$ cat config.mk
export PLATFORM = sky130hd
export DESIGN_NAME = rectifier_mgmt_command_unit
export DESIGN_NICKNAME = d
export VERILOG_FILES = /design/src/logic/rectifier_mgmt_pkg.sv /design/src/logic/cycle_timer.sv /design/src/logic/rectifier_mgmt_command_unit.sv
export VERILOG_INCLUDE_DIRS = /design/src /design/src/logic
export SDC_FILE = /design/constraint.sdc
export NUM_CORES = 1
export LEC_CHECK = 0
export ABC_AREA = 1
export BUFFER_PORTS_ARGS = -buffer_cell sky130_fd_sc_hd__buf_4
export CAP_MARGIN = 20
export CORE_MARGIN = 5
export CORE_UTILIZATION = 45
export DETAILED_ROUTE_END_ITERATION = 16
export PLACE_DENSITY = 0.66
export SYNTH_ARGS = -nofsm -noshare
export SYNTH_HDL_FRONTEND = slang
export SYNTH_SLANG_ARGS = --single-unit
$ cat constraint.sdc
create_clock -name i_ref_clk -period 5.45 [get_ports i_ref_clk]
set_input_delay 0.2725 -clock i_ref_clk [delete_from_list [all_inputs] [get_ports i_ref_clk]]
set_output_delay 0.2725 -clock i_ref_clk [all_outputs]
set_load 0.01 [all_outputs]
$ cat src/logic/rectifier_mgmt_consts.svh
// Constants of the rectifier management command unit: codes, limits, timing counts.
// Assumes a 200 MHz reference clock; included by the package, the command unit and the testbench files.
`ifndef RECTIFIER_MGMT_CONSTS_SVH
`define RECTIFIER_MGMT_CONSTS_SVH

`define CMD_CLEAR_FAULTS   8'h03
`define CMD_ISO_TEST       8'hDA
`define CMD_READ_INPUT     8'hDC
`define CMD_READ_FW_REV    8'hDD
`define CMD_READ_RUN_TIMER 8'hDE
`define CMD_FAN_SET        8'hDF
`define CMD_FAN_NORMAL     8'hE0
`define CMD_READ_FAN       8'hE1
`define CMD_CLOCK_HOLD     8'hE2

`define INPUT_BYTE_COUNT   8'h04
`define FAN_BYTE_COUNT     8'h05
`define VIN_OFFSET_V       9'h04B
`define FAN_DUTY_MAX       8'h64
`define REV_NONE           8'h00
`define FAN_ABSENT         8'h00

`define CLK_PERIOD_NS      5
`define HOLD_TIME_NS       25000000
`define HOLD_CYCLES        (`HOLD_TIME_NS / `CLK_PERIOD_NS)
`define BLINK_HALF_NS      250000000
`define BLINK_CYCLES       (`BLINK_HALF_NS / `CLK_PERIOD_NS)
`define CLEAR_SETTLE_CYC   16

`endif

$ cat src/logic/rectifier_mgmt_pkg.sv
// Types shared by the rectifier management command unit.
// Assumes the constants header sits beside it.
`include "rectifier_mgmt_consts.svh"

package rectifier_mgmt_pkg;

  // Byte-level events from the serial link layer
  typedef struct packed {
    logic       cmd;
    logic       wr;
    logic       rd;
    logic       stop;
    logic [7:0] data;
  } link_req_t;

  // Read byte returned to the link layer, which appends PEC after last
  typedef struct packed {
    logic       valid;
    logic       last;
    logic [7:0] data;
  } link_rsp_t;

  // Monitored values from same-clock supervisory logic
  typedef struct packed {
    logic [8:0]  vin_volts;
    logic [15:0] pin_watts;
    logic [2:0]  fw_ok;
    logic [23:0] fw_rev;
    logic [23:0] run_hours;
    logic [7:0]  thermal_duty;
    logic [2:0]  fan_fitted;
    logic [23:0] fan_speed;
    logic [15:0] status;
    logic        internal_fault;
    logic        external_fault;
  } monitor_t;

  typedef enum logic [1:0] {
    st_idle,
    st_fan_data,
    st_no_data
  } cmd_state_t;

endpackage

$ cat src/logic/cycle_timer.sv
// Loadable down-counter that reports busy until its count runs out.
// Assumes a single clock with the unit's clock enable.
`timescale 1ns/10ps

module cycle_timer #(
  parameter int WIDTH = 26
) (
  input  wire logic             i_ref_clk,
  input  wire logic             i_rstn,
  input  wire logic             i_ce,
  input  wire logic             i_load,
  input  wire logic [WIDTH-1:0] i_count,
  output logic                  o_busy
);

  logic [WIDTH-1:0] remain;
  wire              running = (remain != '0);

  // Load wins over the running count
  always_ff @(posedge i_ref_clk or negedge i_rstn) begin
    if (!i_rstn) begin
      remain <= '0;
    end else if (i_ce) begin
      if (i_load) begin
        remain <= i_count;
      end else if (running) begin
        remain <= remain - 1'b1;
      end
    end
  end

  always_ff @(posedge i_ref_clk or negedge i_rstn) begin
    if (!i_rstn) begin
      o_busy <= 1'b0;
    end else if (i_ce) begin
      o_busy <= i_load | (remain > 1);
    end
  end

endmodule

$ cat src/logic/rectifier_mgmt_command_unit.sv
// Management command handler of the rectifier's serial management slave.
// Assumes a link layer on the same clock that frames bytes and appends PEC,
// and asynchronous pins for mains, aux bias, module presence and input state.
`timescale 1ns/10ps
`include "rectifier_mgmt_consts.svh"

module rectifier_mgmt_command_unit #(
  parameter int HOLD_CYCLES  = `HOLD_CYCLES,
  parameter int BLINK_CYCLES = `BLINK_CYCLES,
  parameter int SETTLE_CYC   = `CLEAR_SETTLE_CYC
) (
  input  wire logic                          i_ref_clk,
  input  wire logic                          i_rstn,
  input  wire logic                          i_ce,
  input  wire rectifier_mgmt_pkg::link_req_t i_link,
  input  wire rectifier_mgmt_pkg::monitor_t  i_mon,
  input  wire logic                          i_status_read,
  input  wire logic                          i_mains_ok,
  input  wire logic                          i_aux_bias_rail_a,
  input  wire logic                          i_aux_bias_rail_b,
  input  wire logic                          i_module_present,
  input  wire logic                          i_vin_present,
  input  wire logic                          i_vin_out_of_range,
  output rectifier_mgmt_pkg::link_rsp_t      o_rsp,
  output logic [7:0]                         o_fan_duty,
  output logic [15:0]                        o_status,
  output logic                               o_unsupported,
  output logic                               o_iso_test_start,
  output logic                               o_clear_faults,
  output logic                               o_scl_hold,
  output logic                               o_fault_pin,
  output logic                               o_input_led,
  output logic                               o_smbalert_o,
  output logic                               o_smbalert_oe
);
  import rectifier_mgmt_pkg::*;

  ////////////////////////////////////////////////////////////////////////////
  // Functions

  // Voltage less the fixed offset, saturated into one byte
  function automatic logic [7:0] vin_byte(input logic [8:0] volts);
    logic [8:0] diff;
    diff = volts - `VIN_OFFSET_V;
    if (volts < `VIN_OFFSET_V) begin
      vin_byte = 8'h00;
    end else if (diff[8]) begin
      vin_byte = 8'hFF;
    end else begin
      vin_byte = diff[7:0];
    end
  endfunction

  // Revision byte or zero when not reportable
  function automatic logic [7:0] rev_byte(input logic ok, input logic [7:0] bcd);
    rev_byte = ok ? bcd : `REV_NONE;
  endfunction

  // Fan speed byte or zero when the position is empty
  function automatic logic [7:0] fan_byte(input logic fitted, input logic [7:0] speed);
    fan_byte = fitted ? speed : `FAN_ABSENT;
  endfunction

  ////////////////////////////////////////////////////////////////////////////
  // Pin synchronisers

  logic [4:0] pin_meta;
  logic [4:0] pin_sync;
  wire  [4:0] pin_raw = {i_mains_ok, i_aux_bias_rail_a | i_aux_bias_rail_b, i_module_present,
                         i_vin_present, i_vin_out_of_range};

  // Two flops before any logic looks at a pin, except the OR of the two aux bias rails ahead of them
  always_ff @(posedge i_ref_clk or negedge i_rstn) begin
    if (!i_rstn) begin
      pin_meta <= 5'h00;
      pin_sync <= 5'h00;
    end else if (i_ce) begin
      pin_meta <= pin_raw;
      pin_sync <= pin_meta;
    end
  end

  wire mains_s   = pin_sync[4];
  wire aux_s     = pin_sync[3];
  wire present_s = pin_sync[2];
  wire vin_pres  = pin_sync[1];
  wire vin_oor   = pin_sync[0];

  ////////////////////////////////////////////////////////////////////////////
  // Command decode

  wire [7:0] code       = i_link.data;
  wire       is_clear   = (code == `CMD_CLEAR_FAULTS);
  wire       is_iso     = (code == `CMD_ISO_TEST);
  wire       is_input   = (code == `CMD_READ_INPUT);
  wire       is_fw      = (code == `CMD_READ_FW_REV);
  wire       is_timer   = (code == `CMD_READ_RUN_TIMER);
  wire       is_fan_set = (code == `CMD_FAN_SET);
  wire       is_fan_nrm = (code == `CMD_FAN_NORMAL);
  wire       is_fan_rd  = (code == `CMD_READ_FAN);
  wire       is_hold    = (code == `CMD_CLOCK_HOLD);
  wire       known      = is_clear | is_iso | is_input | is_fw | is_timer | is_fan_set |
                          is_fan_nrm | is_fan_rd | is_hold;
  wire       cmd_ev     = i_link.cmd;
  wire       wr_ev      = i_link.wr;

  cmd_state_t state;
  cmd_state_t next_state;

  // Data byte expectations after a command
  wire duty_ok  = (code <= `FAN_DUTY_MAX);
  wire fan_data = (state == st_fan_data) & wr_ev;
  wire bad_data = (fan_data & ~duty_ok) | ((state == st_no_data) & wr_ev);
  wire bad_cmd  = cmd_ev & ~known;
  wire no_fan   = (state == st_fan_data) & i_link.stop;

  always_comb begin
    next_state = state;
    if (cmd_ev) begin
      next_state = is_fan_set ? st_fan_data : st_no_data;
    end else if (i_link.stop | fan_data) begin
      next_state = fan_data ? st_no_data : st_idle;
    end
  end

  always_ff @(posedge i_ref_clk or negedge i_rstn) begin
    if (!i_rstn) begin
      state <= st_idle;
    end else if (i_ce) begin
      state <= next_state;
    end
  end

  ////////////////////////////////////////////////////////////////////////////
  // Fan override

  logic       ovr_on;
  logic [7:0] ovr_duty;

  // Override set by a valid duty byte, dropped by fan-normal
  always_ff @(posedge i_ref_clk or negedge i_rstn) begin
    if (!i_rstn) begin
      ovr_on   <= 1'b0;
      ovr_duty <= 8'h00;
    end else if (i_ce) begin
      if (cmd_ev & is_fan_nrm) begin
        ovr_on <= 1'b0;
      end else if (fan_data & duty_ok) begin
        ovr_on   <= 1'b1;
        ovr_duty <= code;
      end
    end
  end

  wire [7:0] next_duty = (ovr_on && ovr_duty > i_mon.thermal_duty) ? ovr_duty
                                                                    : i_mon.thermal_duty;

  always_ff @(posedge i_ref_clk or negedge i_rstn) begin
    if (!i_rstn) begin
      o_fan_duty <= 8'h00;
    end else if (i_ce) begin
      o_fan_duty <= next_duty;
    end
  end

  ////////////////////////////////////////////////////////////////////////////
  // Read response

  logic [7:0] resp [5];
  logic [2:0] resp_len;
  logic [2:0] resp_idx;

  // Response bytes captured when a read command arrives
  wire [2:0] next_len = is_input  ? 3'd4 :
                        is_fw     ? 3'd3 :
                        is_timer  ? 3'd3 :
                        is_fan_rd ? 3'd5 : 3'd0;
  wire [7:0] b0 = is_input  ? `INPUT_BYTE_COUNT :
                  is_fw     ? rev_byte(i_mon.fw_ok[2], i_mon.fw_rev[23:16]) :
                  is_timer  ? i_mon.run_hours[7:0] :
                              `FAN_BYTE_COUNT;
  wire [7:0] b1 = is_input  ? vin_byte(i_mon.vin_volts) :
                  is_fw     ? rev_byte(i_mon.fw_ok[1], i_mon.fw_rev[15:8]) :
                  is_timer  ? i_mon.run_hours[15:8] :
                              next_duty;
  wire [7:0] b2 = is_input  ? i_mon.pin_watts[7:0] :
                  is_fw     ? rev_byte(i_mon.fw_ok[0], i_mon.fw_rev[7:0]) :
                  is_timer  ? i_mon.run_hours[23:16] :
                              fan_byte(i_mon.fan_fitted[0], i_mon.fan_speed[7:0]);
  wire [7:0] b3 = is_input  ? i_mon.pin_watts[15:8] :
                              fan_byte(i_mon.fan_fitted[1], i_mon.fan_speed[15:8]);
  wire [7:0] b4 = fan_byte(i_mon.fan_fitted[2], i_mon.fan_speed[23:16]);

  wire       rd_hit  = i_link.rd & (resp_idx < resp_len);
  wire [7:0] rd_byte = rd_hit ? resp[resp_idx] : 8'h00;

  always_ff @(posedge i_ref_clk or negedge i_rstn) begin
    if (!i_rstn) begin
      resp_len <= 3'd0;
      resp_idx <= 3'd0;
      for (int i = 0; i < 5; i++) begin
        resp[i] <= 8'h00;
      end
    end else if (i_ce) begin
      if (cmd_ev) begin
        resp_len <= next_len;
        resp_idx <= 3'd0;
        resp[0]  <= b0;
        resp[1]  <= b1;
        resp[2]  <= b2;
        resp[3]  <= b3;
        resp[4]  <= b4;
      end else if (rd_hit) begin
        resp_idx <= resp_idx + 3'd1;
      end
    end
  end

  // One byte answered the cycle after each read request
  always_ff @(posedge i_ref_clk or negedge i_rstn) begin
    if (!i_rstn) begin
      o_rsp <= '0;
    end else if (i_ce) begin
      o_rsp.valid <= i_link.rd;
      o_rsp.last  <= i_link.rd & (resp_idx + 3'd1 >= resp_len);
      o_rsp.data  <= rd_byte;
    end
  end

  ////////////////////////////////////////////////////////////////////////////
  // Command side effects and timers

  logic hold_busy;
  logic settle_busy;

  cycle_timer #(.WIDTH(26)) u_hold (
    .i_ref_clk (i_ref_clk),
    .i_rstn    (i_rstn),
    .i_ce      (i_ce),
    .i_load    (cmd_ev & is_hold),
    .i_count   (26'(HOLD_CYCLES)),
    .o_busy    (hold_busy)
  );

  // Host-caused status changes are masked while the clear settles
  cycle_timer #(.WIDTH(26)) u_settle (
    .i_ref_clk (i_ref_clk),
    .i_rstn    (i_rstn),
    .i_ce      (i_ce),
    .i_load    (cmd_ev & is_clear),
    .i_count   (26'(SETTLE_CYC)),
    .o_busy    (settle_busy)
  );

  always_ff @(posedge i_ref_clk or negedge i_rstn) begin
    if (!i_rstn) begin
      o_iso_test_start <= 1'b0;
      o_clear_faults   <= 1'b0;
      o_scl_hold       <= 1'b0;
    end else if (i_ce) begin
      o_iso_test_start <= cmd_ev & is_iso;
      o_clear_faults   <= cmd_ev & is_clear;
      o_scl_hold       <= hold_busy;
    end
  end

  ////////////////////////////////////////////////////////////////////////////
  // Status, fault pin and input indicator

  // Isolation result never reaches the fault pin; only internal faults do
  always_ff @(posedge i_ref_clk or negedge i_rstn) begin
    if (!i_rstn) begin
      o_status    <= 16'h0000;
      o_fault_pin <= 1'b0;
    end else if (i_ce) begin
      o_status    <= i_mon.status;
      o_fault_pin <= i_mon.internal_fault;
    end
  end

  logic [25:0] blink_cnt;
  logic        blink_ph;
  wire         blink_wrap = (blink_cnt == 26'(BLINK_CYCLES - 1));

  always_ff @(posedge i_ref_clk or negedge i_rstn) begin
    if (!i_rstn) begin
      blink_cnt <= 26'h000_0000;
      blink_ph  <= 1'b0;
    end else if (i_ce) begin
      blink_cnt <= blink_wrap ? 26'h000_0000 : blink_cnt + 26'h000_0001;
      blink_ph  <= blink_ph ^ blink_wrap;
    end
  end

  wire next_led = vin_pres & (vin_oor ? blink_ph : 1'b1);

  always_ff @(posedge i_ref_clk or negedge i_rstn) begin
    if (!i_rstn) begin
      o_input_led <= 1'b0;
    end else if (i_ce) begin
      o_input_led <= next_led;
    end
  end

  ////////////////////////////////////////////////////////////////////////////
  // Alert

  logic        mains_q;
  logic        present_q;
  logic [15:0] status_q;
  logic        unsup;

  wire mains_rise   = mains_s & ~mains_q & ~aux_s;
  wire insert_rise  = present_s & ~present_q;
  wire status_chg   = (i_mon.status != status_q) & ~settle_busy &
                      ~i_mon.external_fault;
  wire error_ev     = bad_cmd | bad_data | no_fan;
  wire alert_set    = mains_rise | insert_rise | status_chg | error_ev;

  always_ff @(posedge i_ref_clk or negedge i_rstn) begin
    if (!i_rstn) begin
      mains_q   <= 1'b0;
      present_q <= 1'b0;
      status_q  <= 16'h0000;
    end else if (i_ce) begin
      mains_q   <= mains_s;
      present_q <= present_s;
      status_q  <= i_mon.status;
    end
  end

  // Set wins over the clear by a status read
  always_ff @(posedge i_ref_clk or negedge i_rstn) begin
    if (!i_rstn) begin
      unsup         <= 1'b0;
      o_smbalert_oe <= 1'b0;
      o_smbalert_o  <= 1'b0;
    end else if (i_ce) begin
      unsup         <= error_ev | (unsup & ~i_status_read);
      o_smbalert_oe <= alert_set | (o_smbalert_oe & ~i_status_read);
      o_smbalert_o  <= 1'b0;
    end
  end

  always_ff @(posedge i_ref_clk or negedge i_rstn) begin
    if (!i_rstn) begin
      o_unsupported <= 1'b0;
    end else if (i_ce) begin
      o_unsupported <= unsup;
    end
  end

endmodule

==> summary.txt, run 1 <==
Logic synthesis
  – Netlist Area Pre-Place: 11800 sq um
  – Count of flip-flops with a built-in enable after synthesis: 0
  – Synthesized instance count: 1644
  – Synth async-reset ratio: 100%
  – Most instantiated cells after synthesis: sky130_fd_sc_hd__nand2_1, sky130_fd_sc_hd__dfrtp_1, sky130_fd_sc_hd__nor2_1
  – Count of distinct cell types in the synthesized netlist: 52
  – Number of warnings reported in the yosys synthesis log: 0
  – Post-Syn Nets: 1816
  – Most common flop cell mapped by yosys: sky130_fd_sc_hd__dfrtp_1
  – Number of synthesized register bits: 192
  – Portion of synthesized cell area occupied by the leading cell type: 40.8%
  – Most frequent cell after synthesis: sky130_fd_sc_hd__nand2_1
  – Cell taking the most area after synthesis: sky130_fd_sc_hd__dfrtp_1
  – Post-synthesis area per instance: 7.17 sq um
  – Sequential share of the synthesized area: 40.8%
  – Leading post-synthesis cells by cell area: sky130_fd_sc_hd__dfrtp_1, sky130_fd_sc_hd__nand2_1, sky130_fd_sc_hd__nand3_1

Power
  – Static leakage: 0.00735 uW
  – Total power divided by cell area: 362 nW/um^2
  – VDD IR-drop max: 225 uV

Die
  – Die footprint: 29500 sq um
  – Area of the core region: 25900 sq um
  – Die height: 172 um
  – Effective utilization at floorplan: 45.5%
  – Die width: 172 um
  – Standard-cell rows: 59
  – Number of I/O pins: 193

Timing
  – Worst Max-Slew Pin Slew: 0.938 ns
  – Final worst path period share: 49.0%
  – Setup TNS after final layout: 0 ns
  – Unrepaired setup endpoints after global routing: false
  – Slew headroom: 37.3%
  – Final Max Slew Viols: 0
  – Final hold violation count: 0
  – Highest achievable clock rate: 0.374 GHz
  – Fin Clk Skew: 0.0112 ns
  – Final count of negative-setup-slack endpoints: 0
  – Fin crit period: 2.67 ns

Global route
  – Antenna violations before repair: 2
  – First-pass GRT wire length: 52100 um
  – Pin count of the biggest net entering global routing: 72
  – Number of global-route vias before repair: 10.7k
  – Sum of overflow across all layers after global routing: 0
  – GRT Resource Usage Total: 21.7%

Placed design
  – Count of input and output buffers: 191
  – GP Congestion: 0.898
  – Post-DP HPWL: 24200 um
  – Cell area after placement: 13400 sq um

Clocking
  – # Post-CTS Setup Buffers: 0
  – Cts bufs inserted: 17
  – Sink Count: 192
  – Number of gates resized after cts: 0
  – Max Root-Sink Buffers: 2
  – CTS H-tree lvls: 4
  – Clock input transition at the sequential cells of the worst setup and hold paths: 0.08 ns
  – Clock root buffer master: sky130_fd_sc_hd__clkbuf_16
  – Latest clock arrival within the worst-skew pair: 0.43 ns
  – Clock tree from TritonCTS: done

Worst hold path
  – Hold Crit Class: input port to flop

Cells and area
  – Layout overhead on the synthesized area: 18.6%
  – Flip-flop and latch area: 4800 sq um
  – Final Instance Area: 14000 sq um
  – Total number of nets in the final design: 1980
  – Filler cell count: 2491
  – Combined area of the multi-input logic cells: 6030 sq um
  – Fraction of layout instances using a drive strength above 1: 16.9%

Flow run
  – Max-Cap Viols: 0

Route
  – Count of routing violations after the opening detailed-route iteration: 842
  – Total routed wirelength: 32000 um
  – Detailed-router iteration count before antenna repair: 6
  – Routed via count divided by cell count: 5.08
  – Number of routed nets with antenna violations: 0
  – Avg WL per Cell: 14.8 um
  – Total number of vias: 11.0k
  – DRC viols: 0

Worst setup path
  – Max FO, Critical Path: 30
  – Setup crit start kind: flop
  – R2r worst-path depth: 10
  – Startpoint of the worst register-to-register path: u_settle.remain[0]$_DFFE_PN0P_
  – R2r setup slk: 2.78 ns
  – Capture point of the worst reg-to-reg path: u_settle.remain[24]$_DFFE_PN0P_
  – Required time of the critical path: 5.75 ns
  – Critical Path End Type: flop
  – Worst setup path end: u_settle.remain[24]$_DFFE_PN0P_
  – Setup crit start: u_settle.remain[0]$_DFFE_PN0P_
  – Classification of the worst setup path: flop to flop
  – Data arrival time of the worst path: 2.97 ns

Run status
  – Result of the run: completed
-- flip-flops by register name (all words and copies together), names as in the netlist, 2 cells and up --
register and cells:
blink_cnt 26, o_fan_duty 8, o_rsp 10, ovr_duty 8
pin_meta 5, pin_sync 5, resp 40, resp_idx 3
resp_len 3, state 2, status_q 16, u_hold.remain 26
u_settle.remain 26
-- layout by cell type (no fill, tap or decap), drive strengths merged, types with 2 or more instances in the layout --
master	netlist	routed
a21boi	8	8
a21o	2	2
a21oi	53	53
a22oi	7	7
a31o	3	3
a31oi	2	2
buf	30	194
clkbuf	21	19
clkinv	1	7
dfrtp	192	192
diode	0	2
ha	21	21
inv	169	175
nand2	526	526
nand3	148	148
nand3b	2	2
nand4	25	25
nor2	209	209
nor3	21	21
nor4	6	6
o21ai	111	111
o22ai	8	8
or2	10	10
xnor2	11	11
xor2	51	51
-- timing repair --
item                                    4_1_cts  5_1_grt
hold endpoints to repair                     69        0
hold buffers                                  1        0
endpoints found under the setup margin        0        0
-- kinds of logic (layout without fill, tap and decap cells) --
logic type	after synthesis	in the layout	share of synthesized area, %
other cells	1	3	0.0318
fa+ha+maj	21	21	2.23
xor+xnor	62	62	4.61
simple gates	948	948	34.5
buf+inv	221	398	8.05
flops	192	192	40.8
compound gates	199	199	9.79
-- layout make-up --
cell class / count / area share [%]
Multi-Input combinational cell: 1231 / 43.2
Sequential cell: 192 / 34.4
Timing Repair Buffer: 196 / 10.6
Inverter: 170 / 4.56
Clock buffer: 18 / 3.07
Tap cell: 335 / 3.00
Clock inverter: 14 / 1.22
Antenna cell: 2 / 0.0358
-- where the power goes --
part | internal [uW] | switching, uW
clock network | 659 | 620
logic | 670 | 1130
registers | 1690 | 292
-- through the flow --
step	utilization, %	setup slack (ns)	total power [uW]	instances	hold WS, ns
final	53.9	2.78	5060	2158	0.0452
after global routing	53.9	2.44	5440	2158	0.0326
after CTS	53.9	2.74	5070	2156	0.0289
after detailed placement	51.6	2.57	3780	2123	0.335
after global placement	51.6	2.65	3760	2123	0.330
after floorplan	-	3.54	3250	1644	-0.0231
-- how the worst min path moves through the flow --
stage                    from                              end  depth (start not counted)
floorplan              i_rstn         blink_cnt[0]$_DFFE_PN0P_                          0
global placement       i_rstn  u_settle.remain[23]$_DFFE_PN0P_                          1
detailed placement     i_rstn  u_settle.remain[25]$_DFFE_PN0P_                          1
CTS                 i_mon[13]         status_q[11]$_DFFE_PN0P_                          3
global route        i_mon[15]         status_q[13]$_DFFE_PN0P_                          3
finish              i_mon[13]         status_q[11]$_DFFE_PN0P_                          3
-- metal layers --
layer	wire length, um	GRT usage [%]
met1	14600	29.7
met2	15000	35.3
met3	1930	4.83
met4	452	5.23
met5	0	0
-- critical path: stages, from the launching register on --
cell and delay, ns:
sky130_fd_sc_hd__dfrtp_1 0.46, sky130_fd_sc_hd__inv_1 0.11, sky130_fd_sc_hd__ha_1 0.31, sky130_fd_sc_hd__nand2_2 0.16, sky130_fd_sc_hd__nor2_4 0.08, sky130_fd_sc_hd__nand3_1 0.11
sky130_fd_sc_hd__nor2_1 0.06, sky130_fd_sc_hd__nor2_2 0.62, sky130_fd_sc_hd__inv_2 0.41, sky130_fd_sc_hd__nand2_1 0.14, sky130_fd_sc_hd__o21ai_1 0.07
No activity file was read; power rests on OpenSTA's default activity.
==> run 2: changes to the inputs <==
- ABC_AREA: 1 -> 0
- PLACE_DENSITY: 0.66 -> 0.67
- clock period: 5.45 -> 2.7 ns (I/O delays scaled with it)
==> run 2 against run 1 <==
Effect of this change: non-clock buffer count rose by 111; utilization rose by 6.2 points; hold slack got worse by 0.021 ns; via count fell by 19%; sequential power rose by 95%; critical endpoint is now u_hold.remain[20]$_DFFE_PN0P_; highest routed layer unchanged.
==> summary.txt, run 2 <==
Die
  – Die height: 161 um
  – Area of the core region: 22600 sq um
  – Standard-cell rows: 55
  – Number of I/O pins: 193
  – Die width: 161 um
  – Effective utilization at floorplan: 45.5%
  – Die footprint: 25900 sq um

Global route
  – First-pass GRT wire length: 46200 um
  – Antenna violations before repair: 0
  – Number of global-route vias before repair: 9156
  – Sum of overflow across all layers after global routing: 0
  – Pin count of the biggest net entering global routing: 98
  – GRT Resource Usage Total: 21.8%

Logic synthesis
  – Most instantiated cells after synthesis: sky130_fd_sc_hd__dfrtp_1, sky130_fd_sc_hd__nor2_1, sky130_fd_sc_hd__nand2_1
  – Netlist Area Pre-Place: 10300 sq um
  – Sequential share of the synthesized area: 46.8%
  – Cell taking the most area after synthesis: sky130_fd_sc_hd__dfrtp_1
  – Portion of synthesized cell area occupied by the leading cell type: 46.8%
  – Count of distinct cell types in the synthesized netlist: 71
  – Count of flip-flops with a built-in enable after synthesis: 0
  – Number of warnings reported in the yosys synthesis log: 0
  – Number of synthesized register bits: 192
  – Most frequent cell after synthesis: sky130_fd_sc_hd__dfrtp_1
  – Synthesized instance count: 1060
  – Post-synthesis area per instance: 9.68 sq um
  – Most common flop cell mapped by yosys: sky130_fd_sc_hd__dfrtp_1
  – Leading post-synthesis cells by cell area: sky130_fd_sc_hd__dfrtp_1, sky130_fd_sc_hd__mux2_2, sky130_fd_sc_hd__nor2_1
  – Synth async-reset ratio: 100%
  – Post-Syn Nets: 1232

Cells and area
  – Fraction of layout instances using a drive strength above 1: 23.9%
  – Flip-flop and latch area: 4800 sq um
  – Most common library cell in the layout ignoring fill and taps: sky130_fd_sc_hd__buf_4
  – Top library cells by usage in the layout, fill and taps aside: sky130_fd_sc_hd__buf_4, sky130_fd_sc_hd__dfrtp_1, sky130_fd_sc_hd__nor2_1, sky130_fd_sc_hd__nand2_1, sky130_fd_sc_hd__dlygate4sd3_1
  – Filler cell count: 1874
  – Antenna Diode Count: 0
  – Final Instance Area: 13600 sq um
  – Largest register by flop count: resp
  – Combined area of the multi-input logic cells: 5150 sq um
  – Total number of nets in the final design: 1507
  – Layout overhead on the synthesized area: 32.2%
  – Max FFs per register: 40

Placed design
  – Post-DP HPWL: 20100 um
  – Count of input and output buffers: 191
  – Cell area after placement: 12100 sq um
  – Worst-case setup slack after placement: 0.0421 ns
  – GP Congestion: 0.855

Timing
  – Final worst path period share: 96.9%
  – Fin crit period: 2.62 ns
  – Slew headroom: 44.8%
  – Final count of negative-setup-slack endpoints: 0
  – Final Max Slew Viols: 0
  – Worst path setup slack after routing: 0.0840 ns
  – Final hold violation count: 0
  – Highest achievable clock rate: 0.382 GHz
  – Fin Clk Skew: 0.00942 ns
  – Worst Max-Slew Pin Slew: 0.821 ns

Clocking
  – Cts bufs inserted: 17
  – CTS H-tree lvls: 4
  – Latest clock arrival within the worst-skew pair: 0.44 ns
  – Max Root-Sink Buffers: 2
  – Clock tree from TritonCTS: done
  – Clock input transition at the sequential cells of the worst setup and hold paths: 0.08 ns
  – Sink Count: 192
  – # Post-CTS Setup Buffers: 0
  – Clock root buffer master: sky130_fd_sc_hd__clkbuf_16

Worst setup path
  – Setup crit start kind: input port
  – Required time of the critical path: 3.01 ns
  – Startpoint of the worst register-to-register path: u_hold.remain[20]$_DFFE_PN0P_
  – Classification of the worst setup path: input port to flop
  – R2r worst-path depth: 5
  – Worst setup path end: u_hold.remain[20]$_DFFE_PN0P_
  – R2r setup slk: 0.10 ns
  – Data arrival time of the worst path: 2.93 ns
  – Setup crit start: i_link[3]
  – Max FO, Critical Path: 11
  – Capture point of the worst reg-to-reg path: u_hold.remain[0]$_DFFE_PN0P_
  – Critical Path End Type: flop

Route
  – Total routed wirelength: 28100 um
  – Count of routing violations after the opening detailed-route iteration: 520
  – DRC viols: 0
  – Total number of vias: 8911
  – Avg WL per Cell: 17.2 um
  – Detailed-router iteration count before antenna repair: 5
  – Number of routed nets with antenna violations: 0
  – Routed via count divided by cell count: 5.46

Worst hold path
  – Hold path startpoint: i_mon[84]
  – Hold Crit Class: input port to flop
  – Number of cells on the worst hold path: 3

Power
  – Total power divided by cell area: 637 nW/um^2
  – VDD IR-drop max: 337 uV
  – Post-route total power: 8640 uW
  – Static leakage: 0.00603 uW

Flow run
  – Max-Cap Viols: 0

Run status
  – Result of the run: completed
run 2: cell types whose count changed after synthesis, moves of 22 or more:
cell                       before  now
sky130_fd_sc_hd__mux2_2         0   45
sky130_fd_sc_hd__xnor2_1       11   47
sky130_fd_sc_hd__o21ai_0       91   49
sky130_fd_sc_hd__clkbuf_1      20   42
sky130_fd_sc_hd__inv_1        159   33
sky130_fd_sc_hd__nor2_1       189  122
sky130_fd_sc_hd__nand2_1      514   96
sky130_fd_sc_hd__nand3_1      144   46
run 2: worst min path at each step:
stage	to
3_5_place_dp	u_settle.remain[18]$_DFFE_PN0P_
6_report	resp[23]$_DFFE_PN0P_
2_1_floorplan	blink_cnt[0]$_DFFE_PN0P_
4_1_cts	resp[19]$_DFFE_PN0P_
5_1_grt	resp[19]$_DFFE_PN0P_
3_3_place_gp	u_settle.remain[16]$_DFFE_PN0P_
run 2: final cells by class:
class,count,share of cell area [%]
Clock buffer,17,3.13
Clock inverter,15,1.46
Inverter,34,0.940
Multi-Input combinational cell,783,37.9
Sequential cell,192,35.4
Tap cell,285,2.63
Timing Repair Buffer,307,18.5
run 2: power breakdown:
group,internal [uW],leakage (uW),switching [uW]
clock,1490,0.000299,1210
sequential,3350,0.00238,503
combinational,1100,0.00336,986
total,5940,0.00603,2700
run 2: kinds of logic (layout without fill, tap and decap cells):
logic type	Yosys count	in the layout	share of synthesized area, %
and+or+nand+nor	415	415	19.7
AOI/OAI and AO/OA	195	195	12.5
DFF	192	192	46.8
xor gates and xnor gates	86	86	7.34
buffers and inverters	85	373	3.16
muxes	65	65	7.86
adders and majority gates	21	21	2.56
other	1	1	0.0365
run 2: routing by layer:
metal,vias to the layer above,track usage [%],wire length [um]
met5,-,0,0
met4,0,6.67,626
met3,35,4.70,1500
met2,244,36.1,13600
met1,4273,28.9,12300
li1,4359,-,-
run 2: what timing repair did:
item	4_1_cts	5_1_grt
setup endpoints to repair	0	4
resized for setup	0	3
hold buffers	80	0
endpoints found under the hold margin	153	0
run 2: metrics by stage:
stage | TNS [ns] | util (%) | instances | hold WS, ns
6_report | 0 | 60.1 | 1633 | 0.0242
5_1_grt | -0.0235 | 60.1 | 1633 | 0.0136
4_1_cts | 0 | 60.1 | 1633 | 0.00670
3_5_place_dp | 0 | 53.8 | 1521 | 0.275
3_3_place_gp | 0 | 53.8 | 1521 | 0.271
2_1_floorplan | 0 | - | 1060 | -0.161
run 2: worst max-delay path, stage by stage:
cell	delay, ns
sky130_fd_sc_hd__dlygate4sd3_1	0.55
sky130_fd_sc_hd__buf_4	0.16
sky130_fd_sc_hd__or3_1	0.44
sky130_fd_sc_hd__o31ai_1	0.50
sky130_fd_sc_hd__or2_4	0.29
sky130_fd_sc_hd__or4b_1	0.47
sky130_fd_sc_hd__a311o_1	0.37
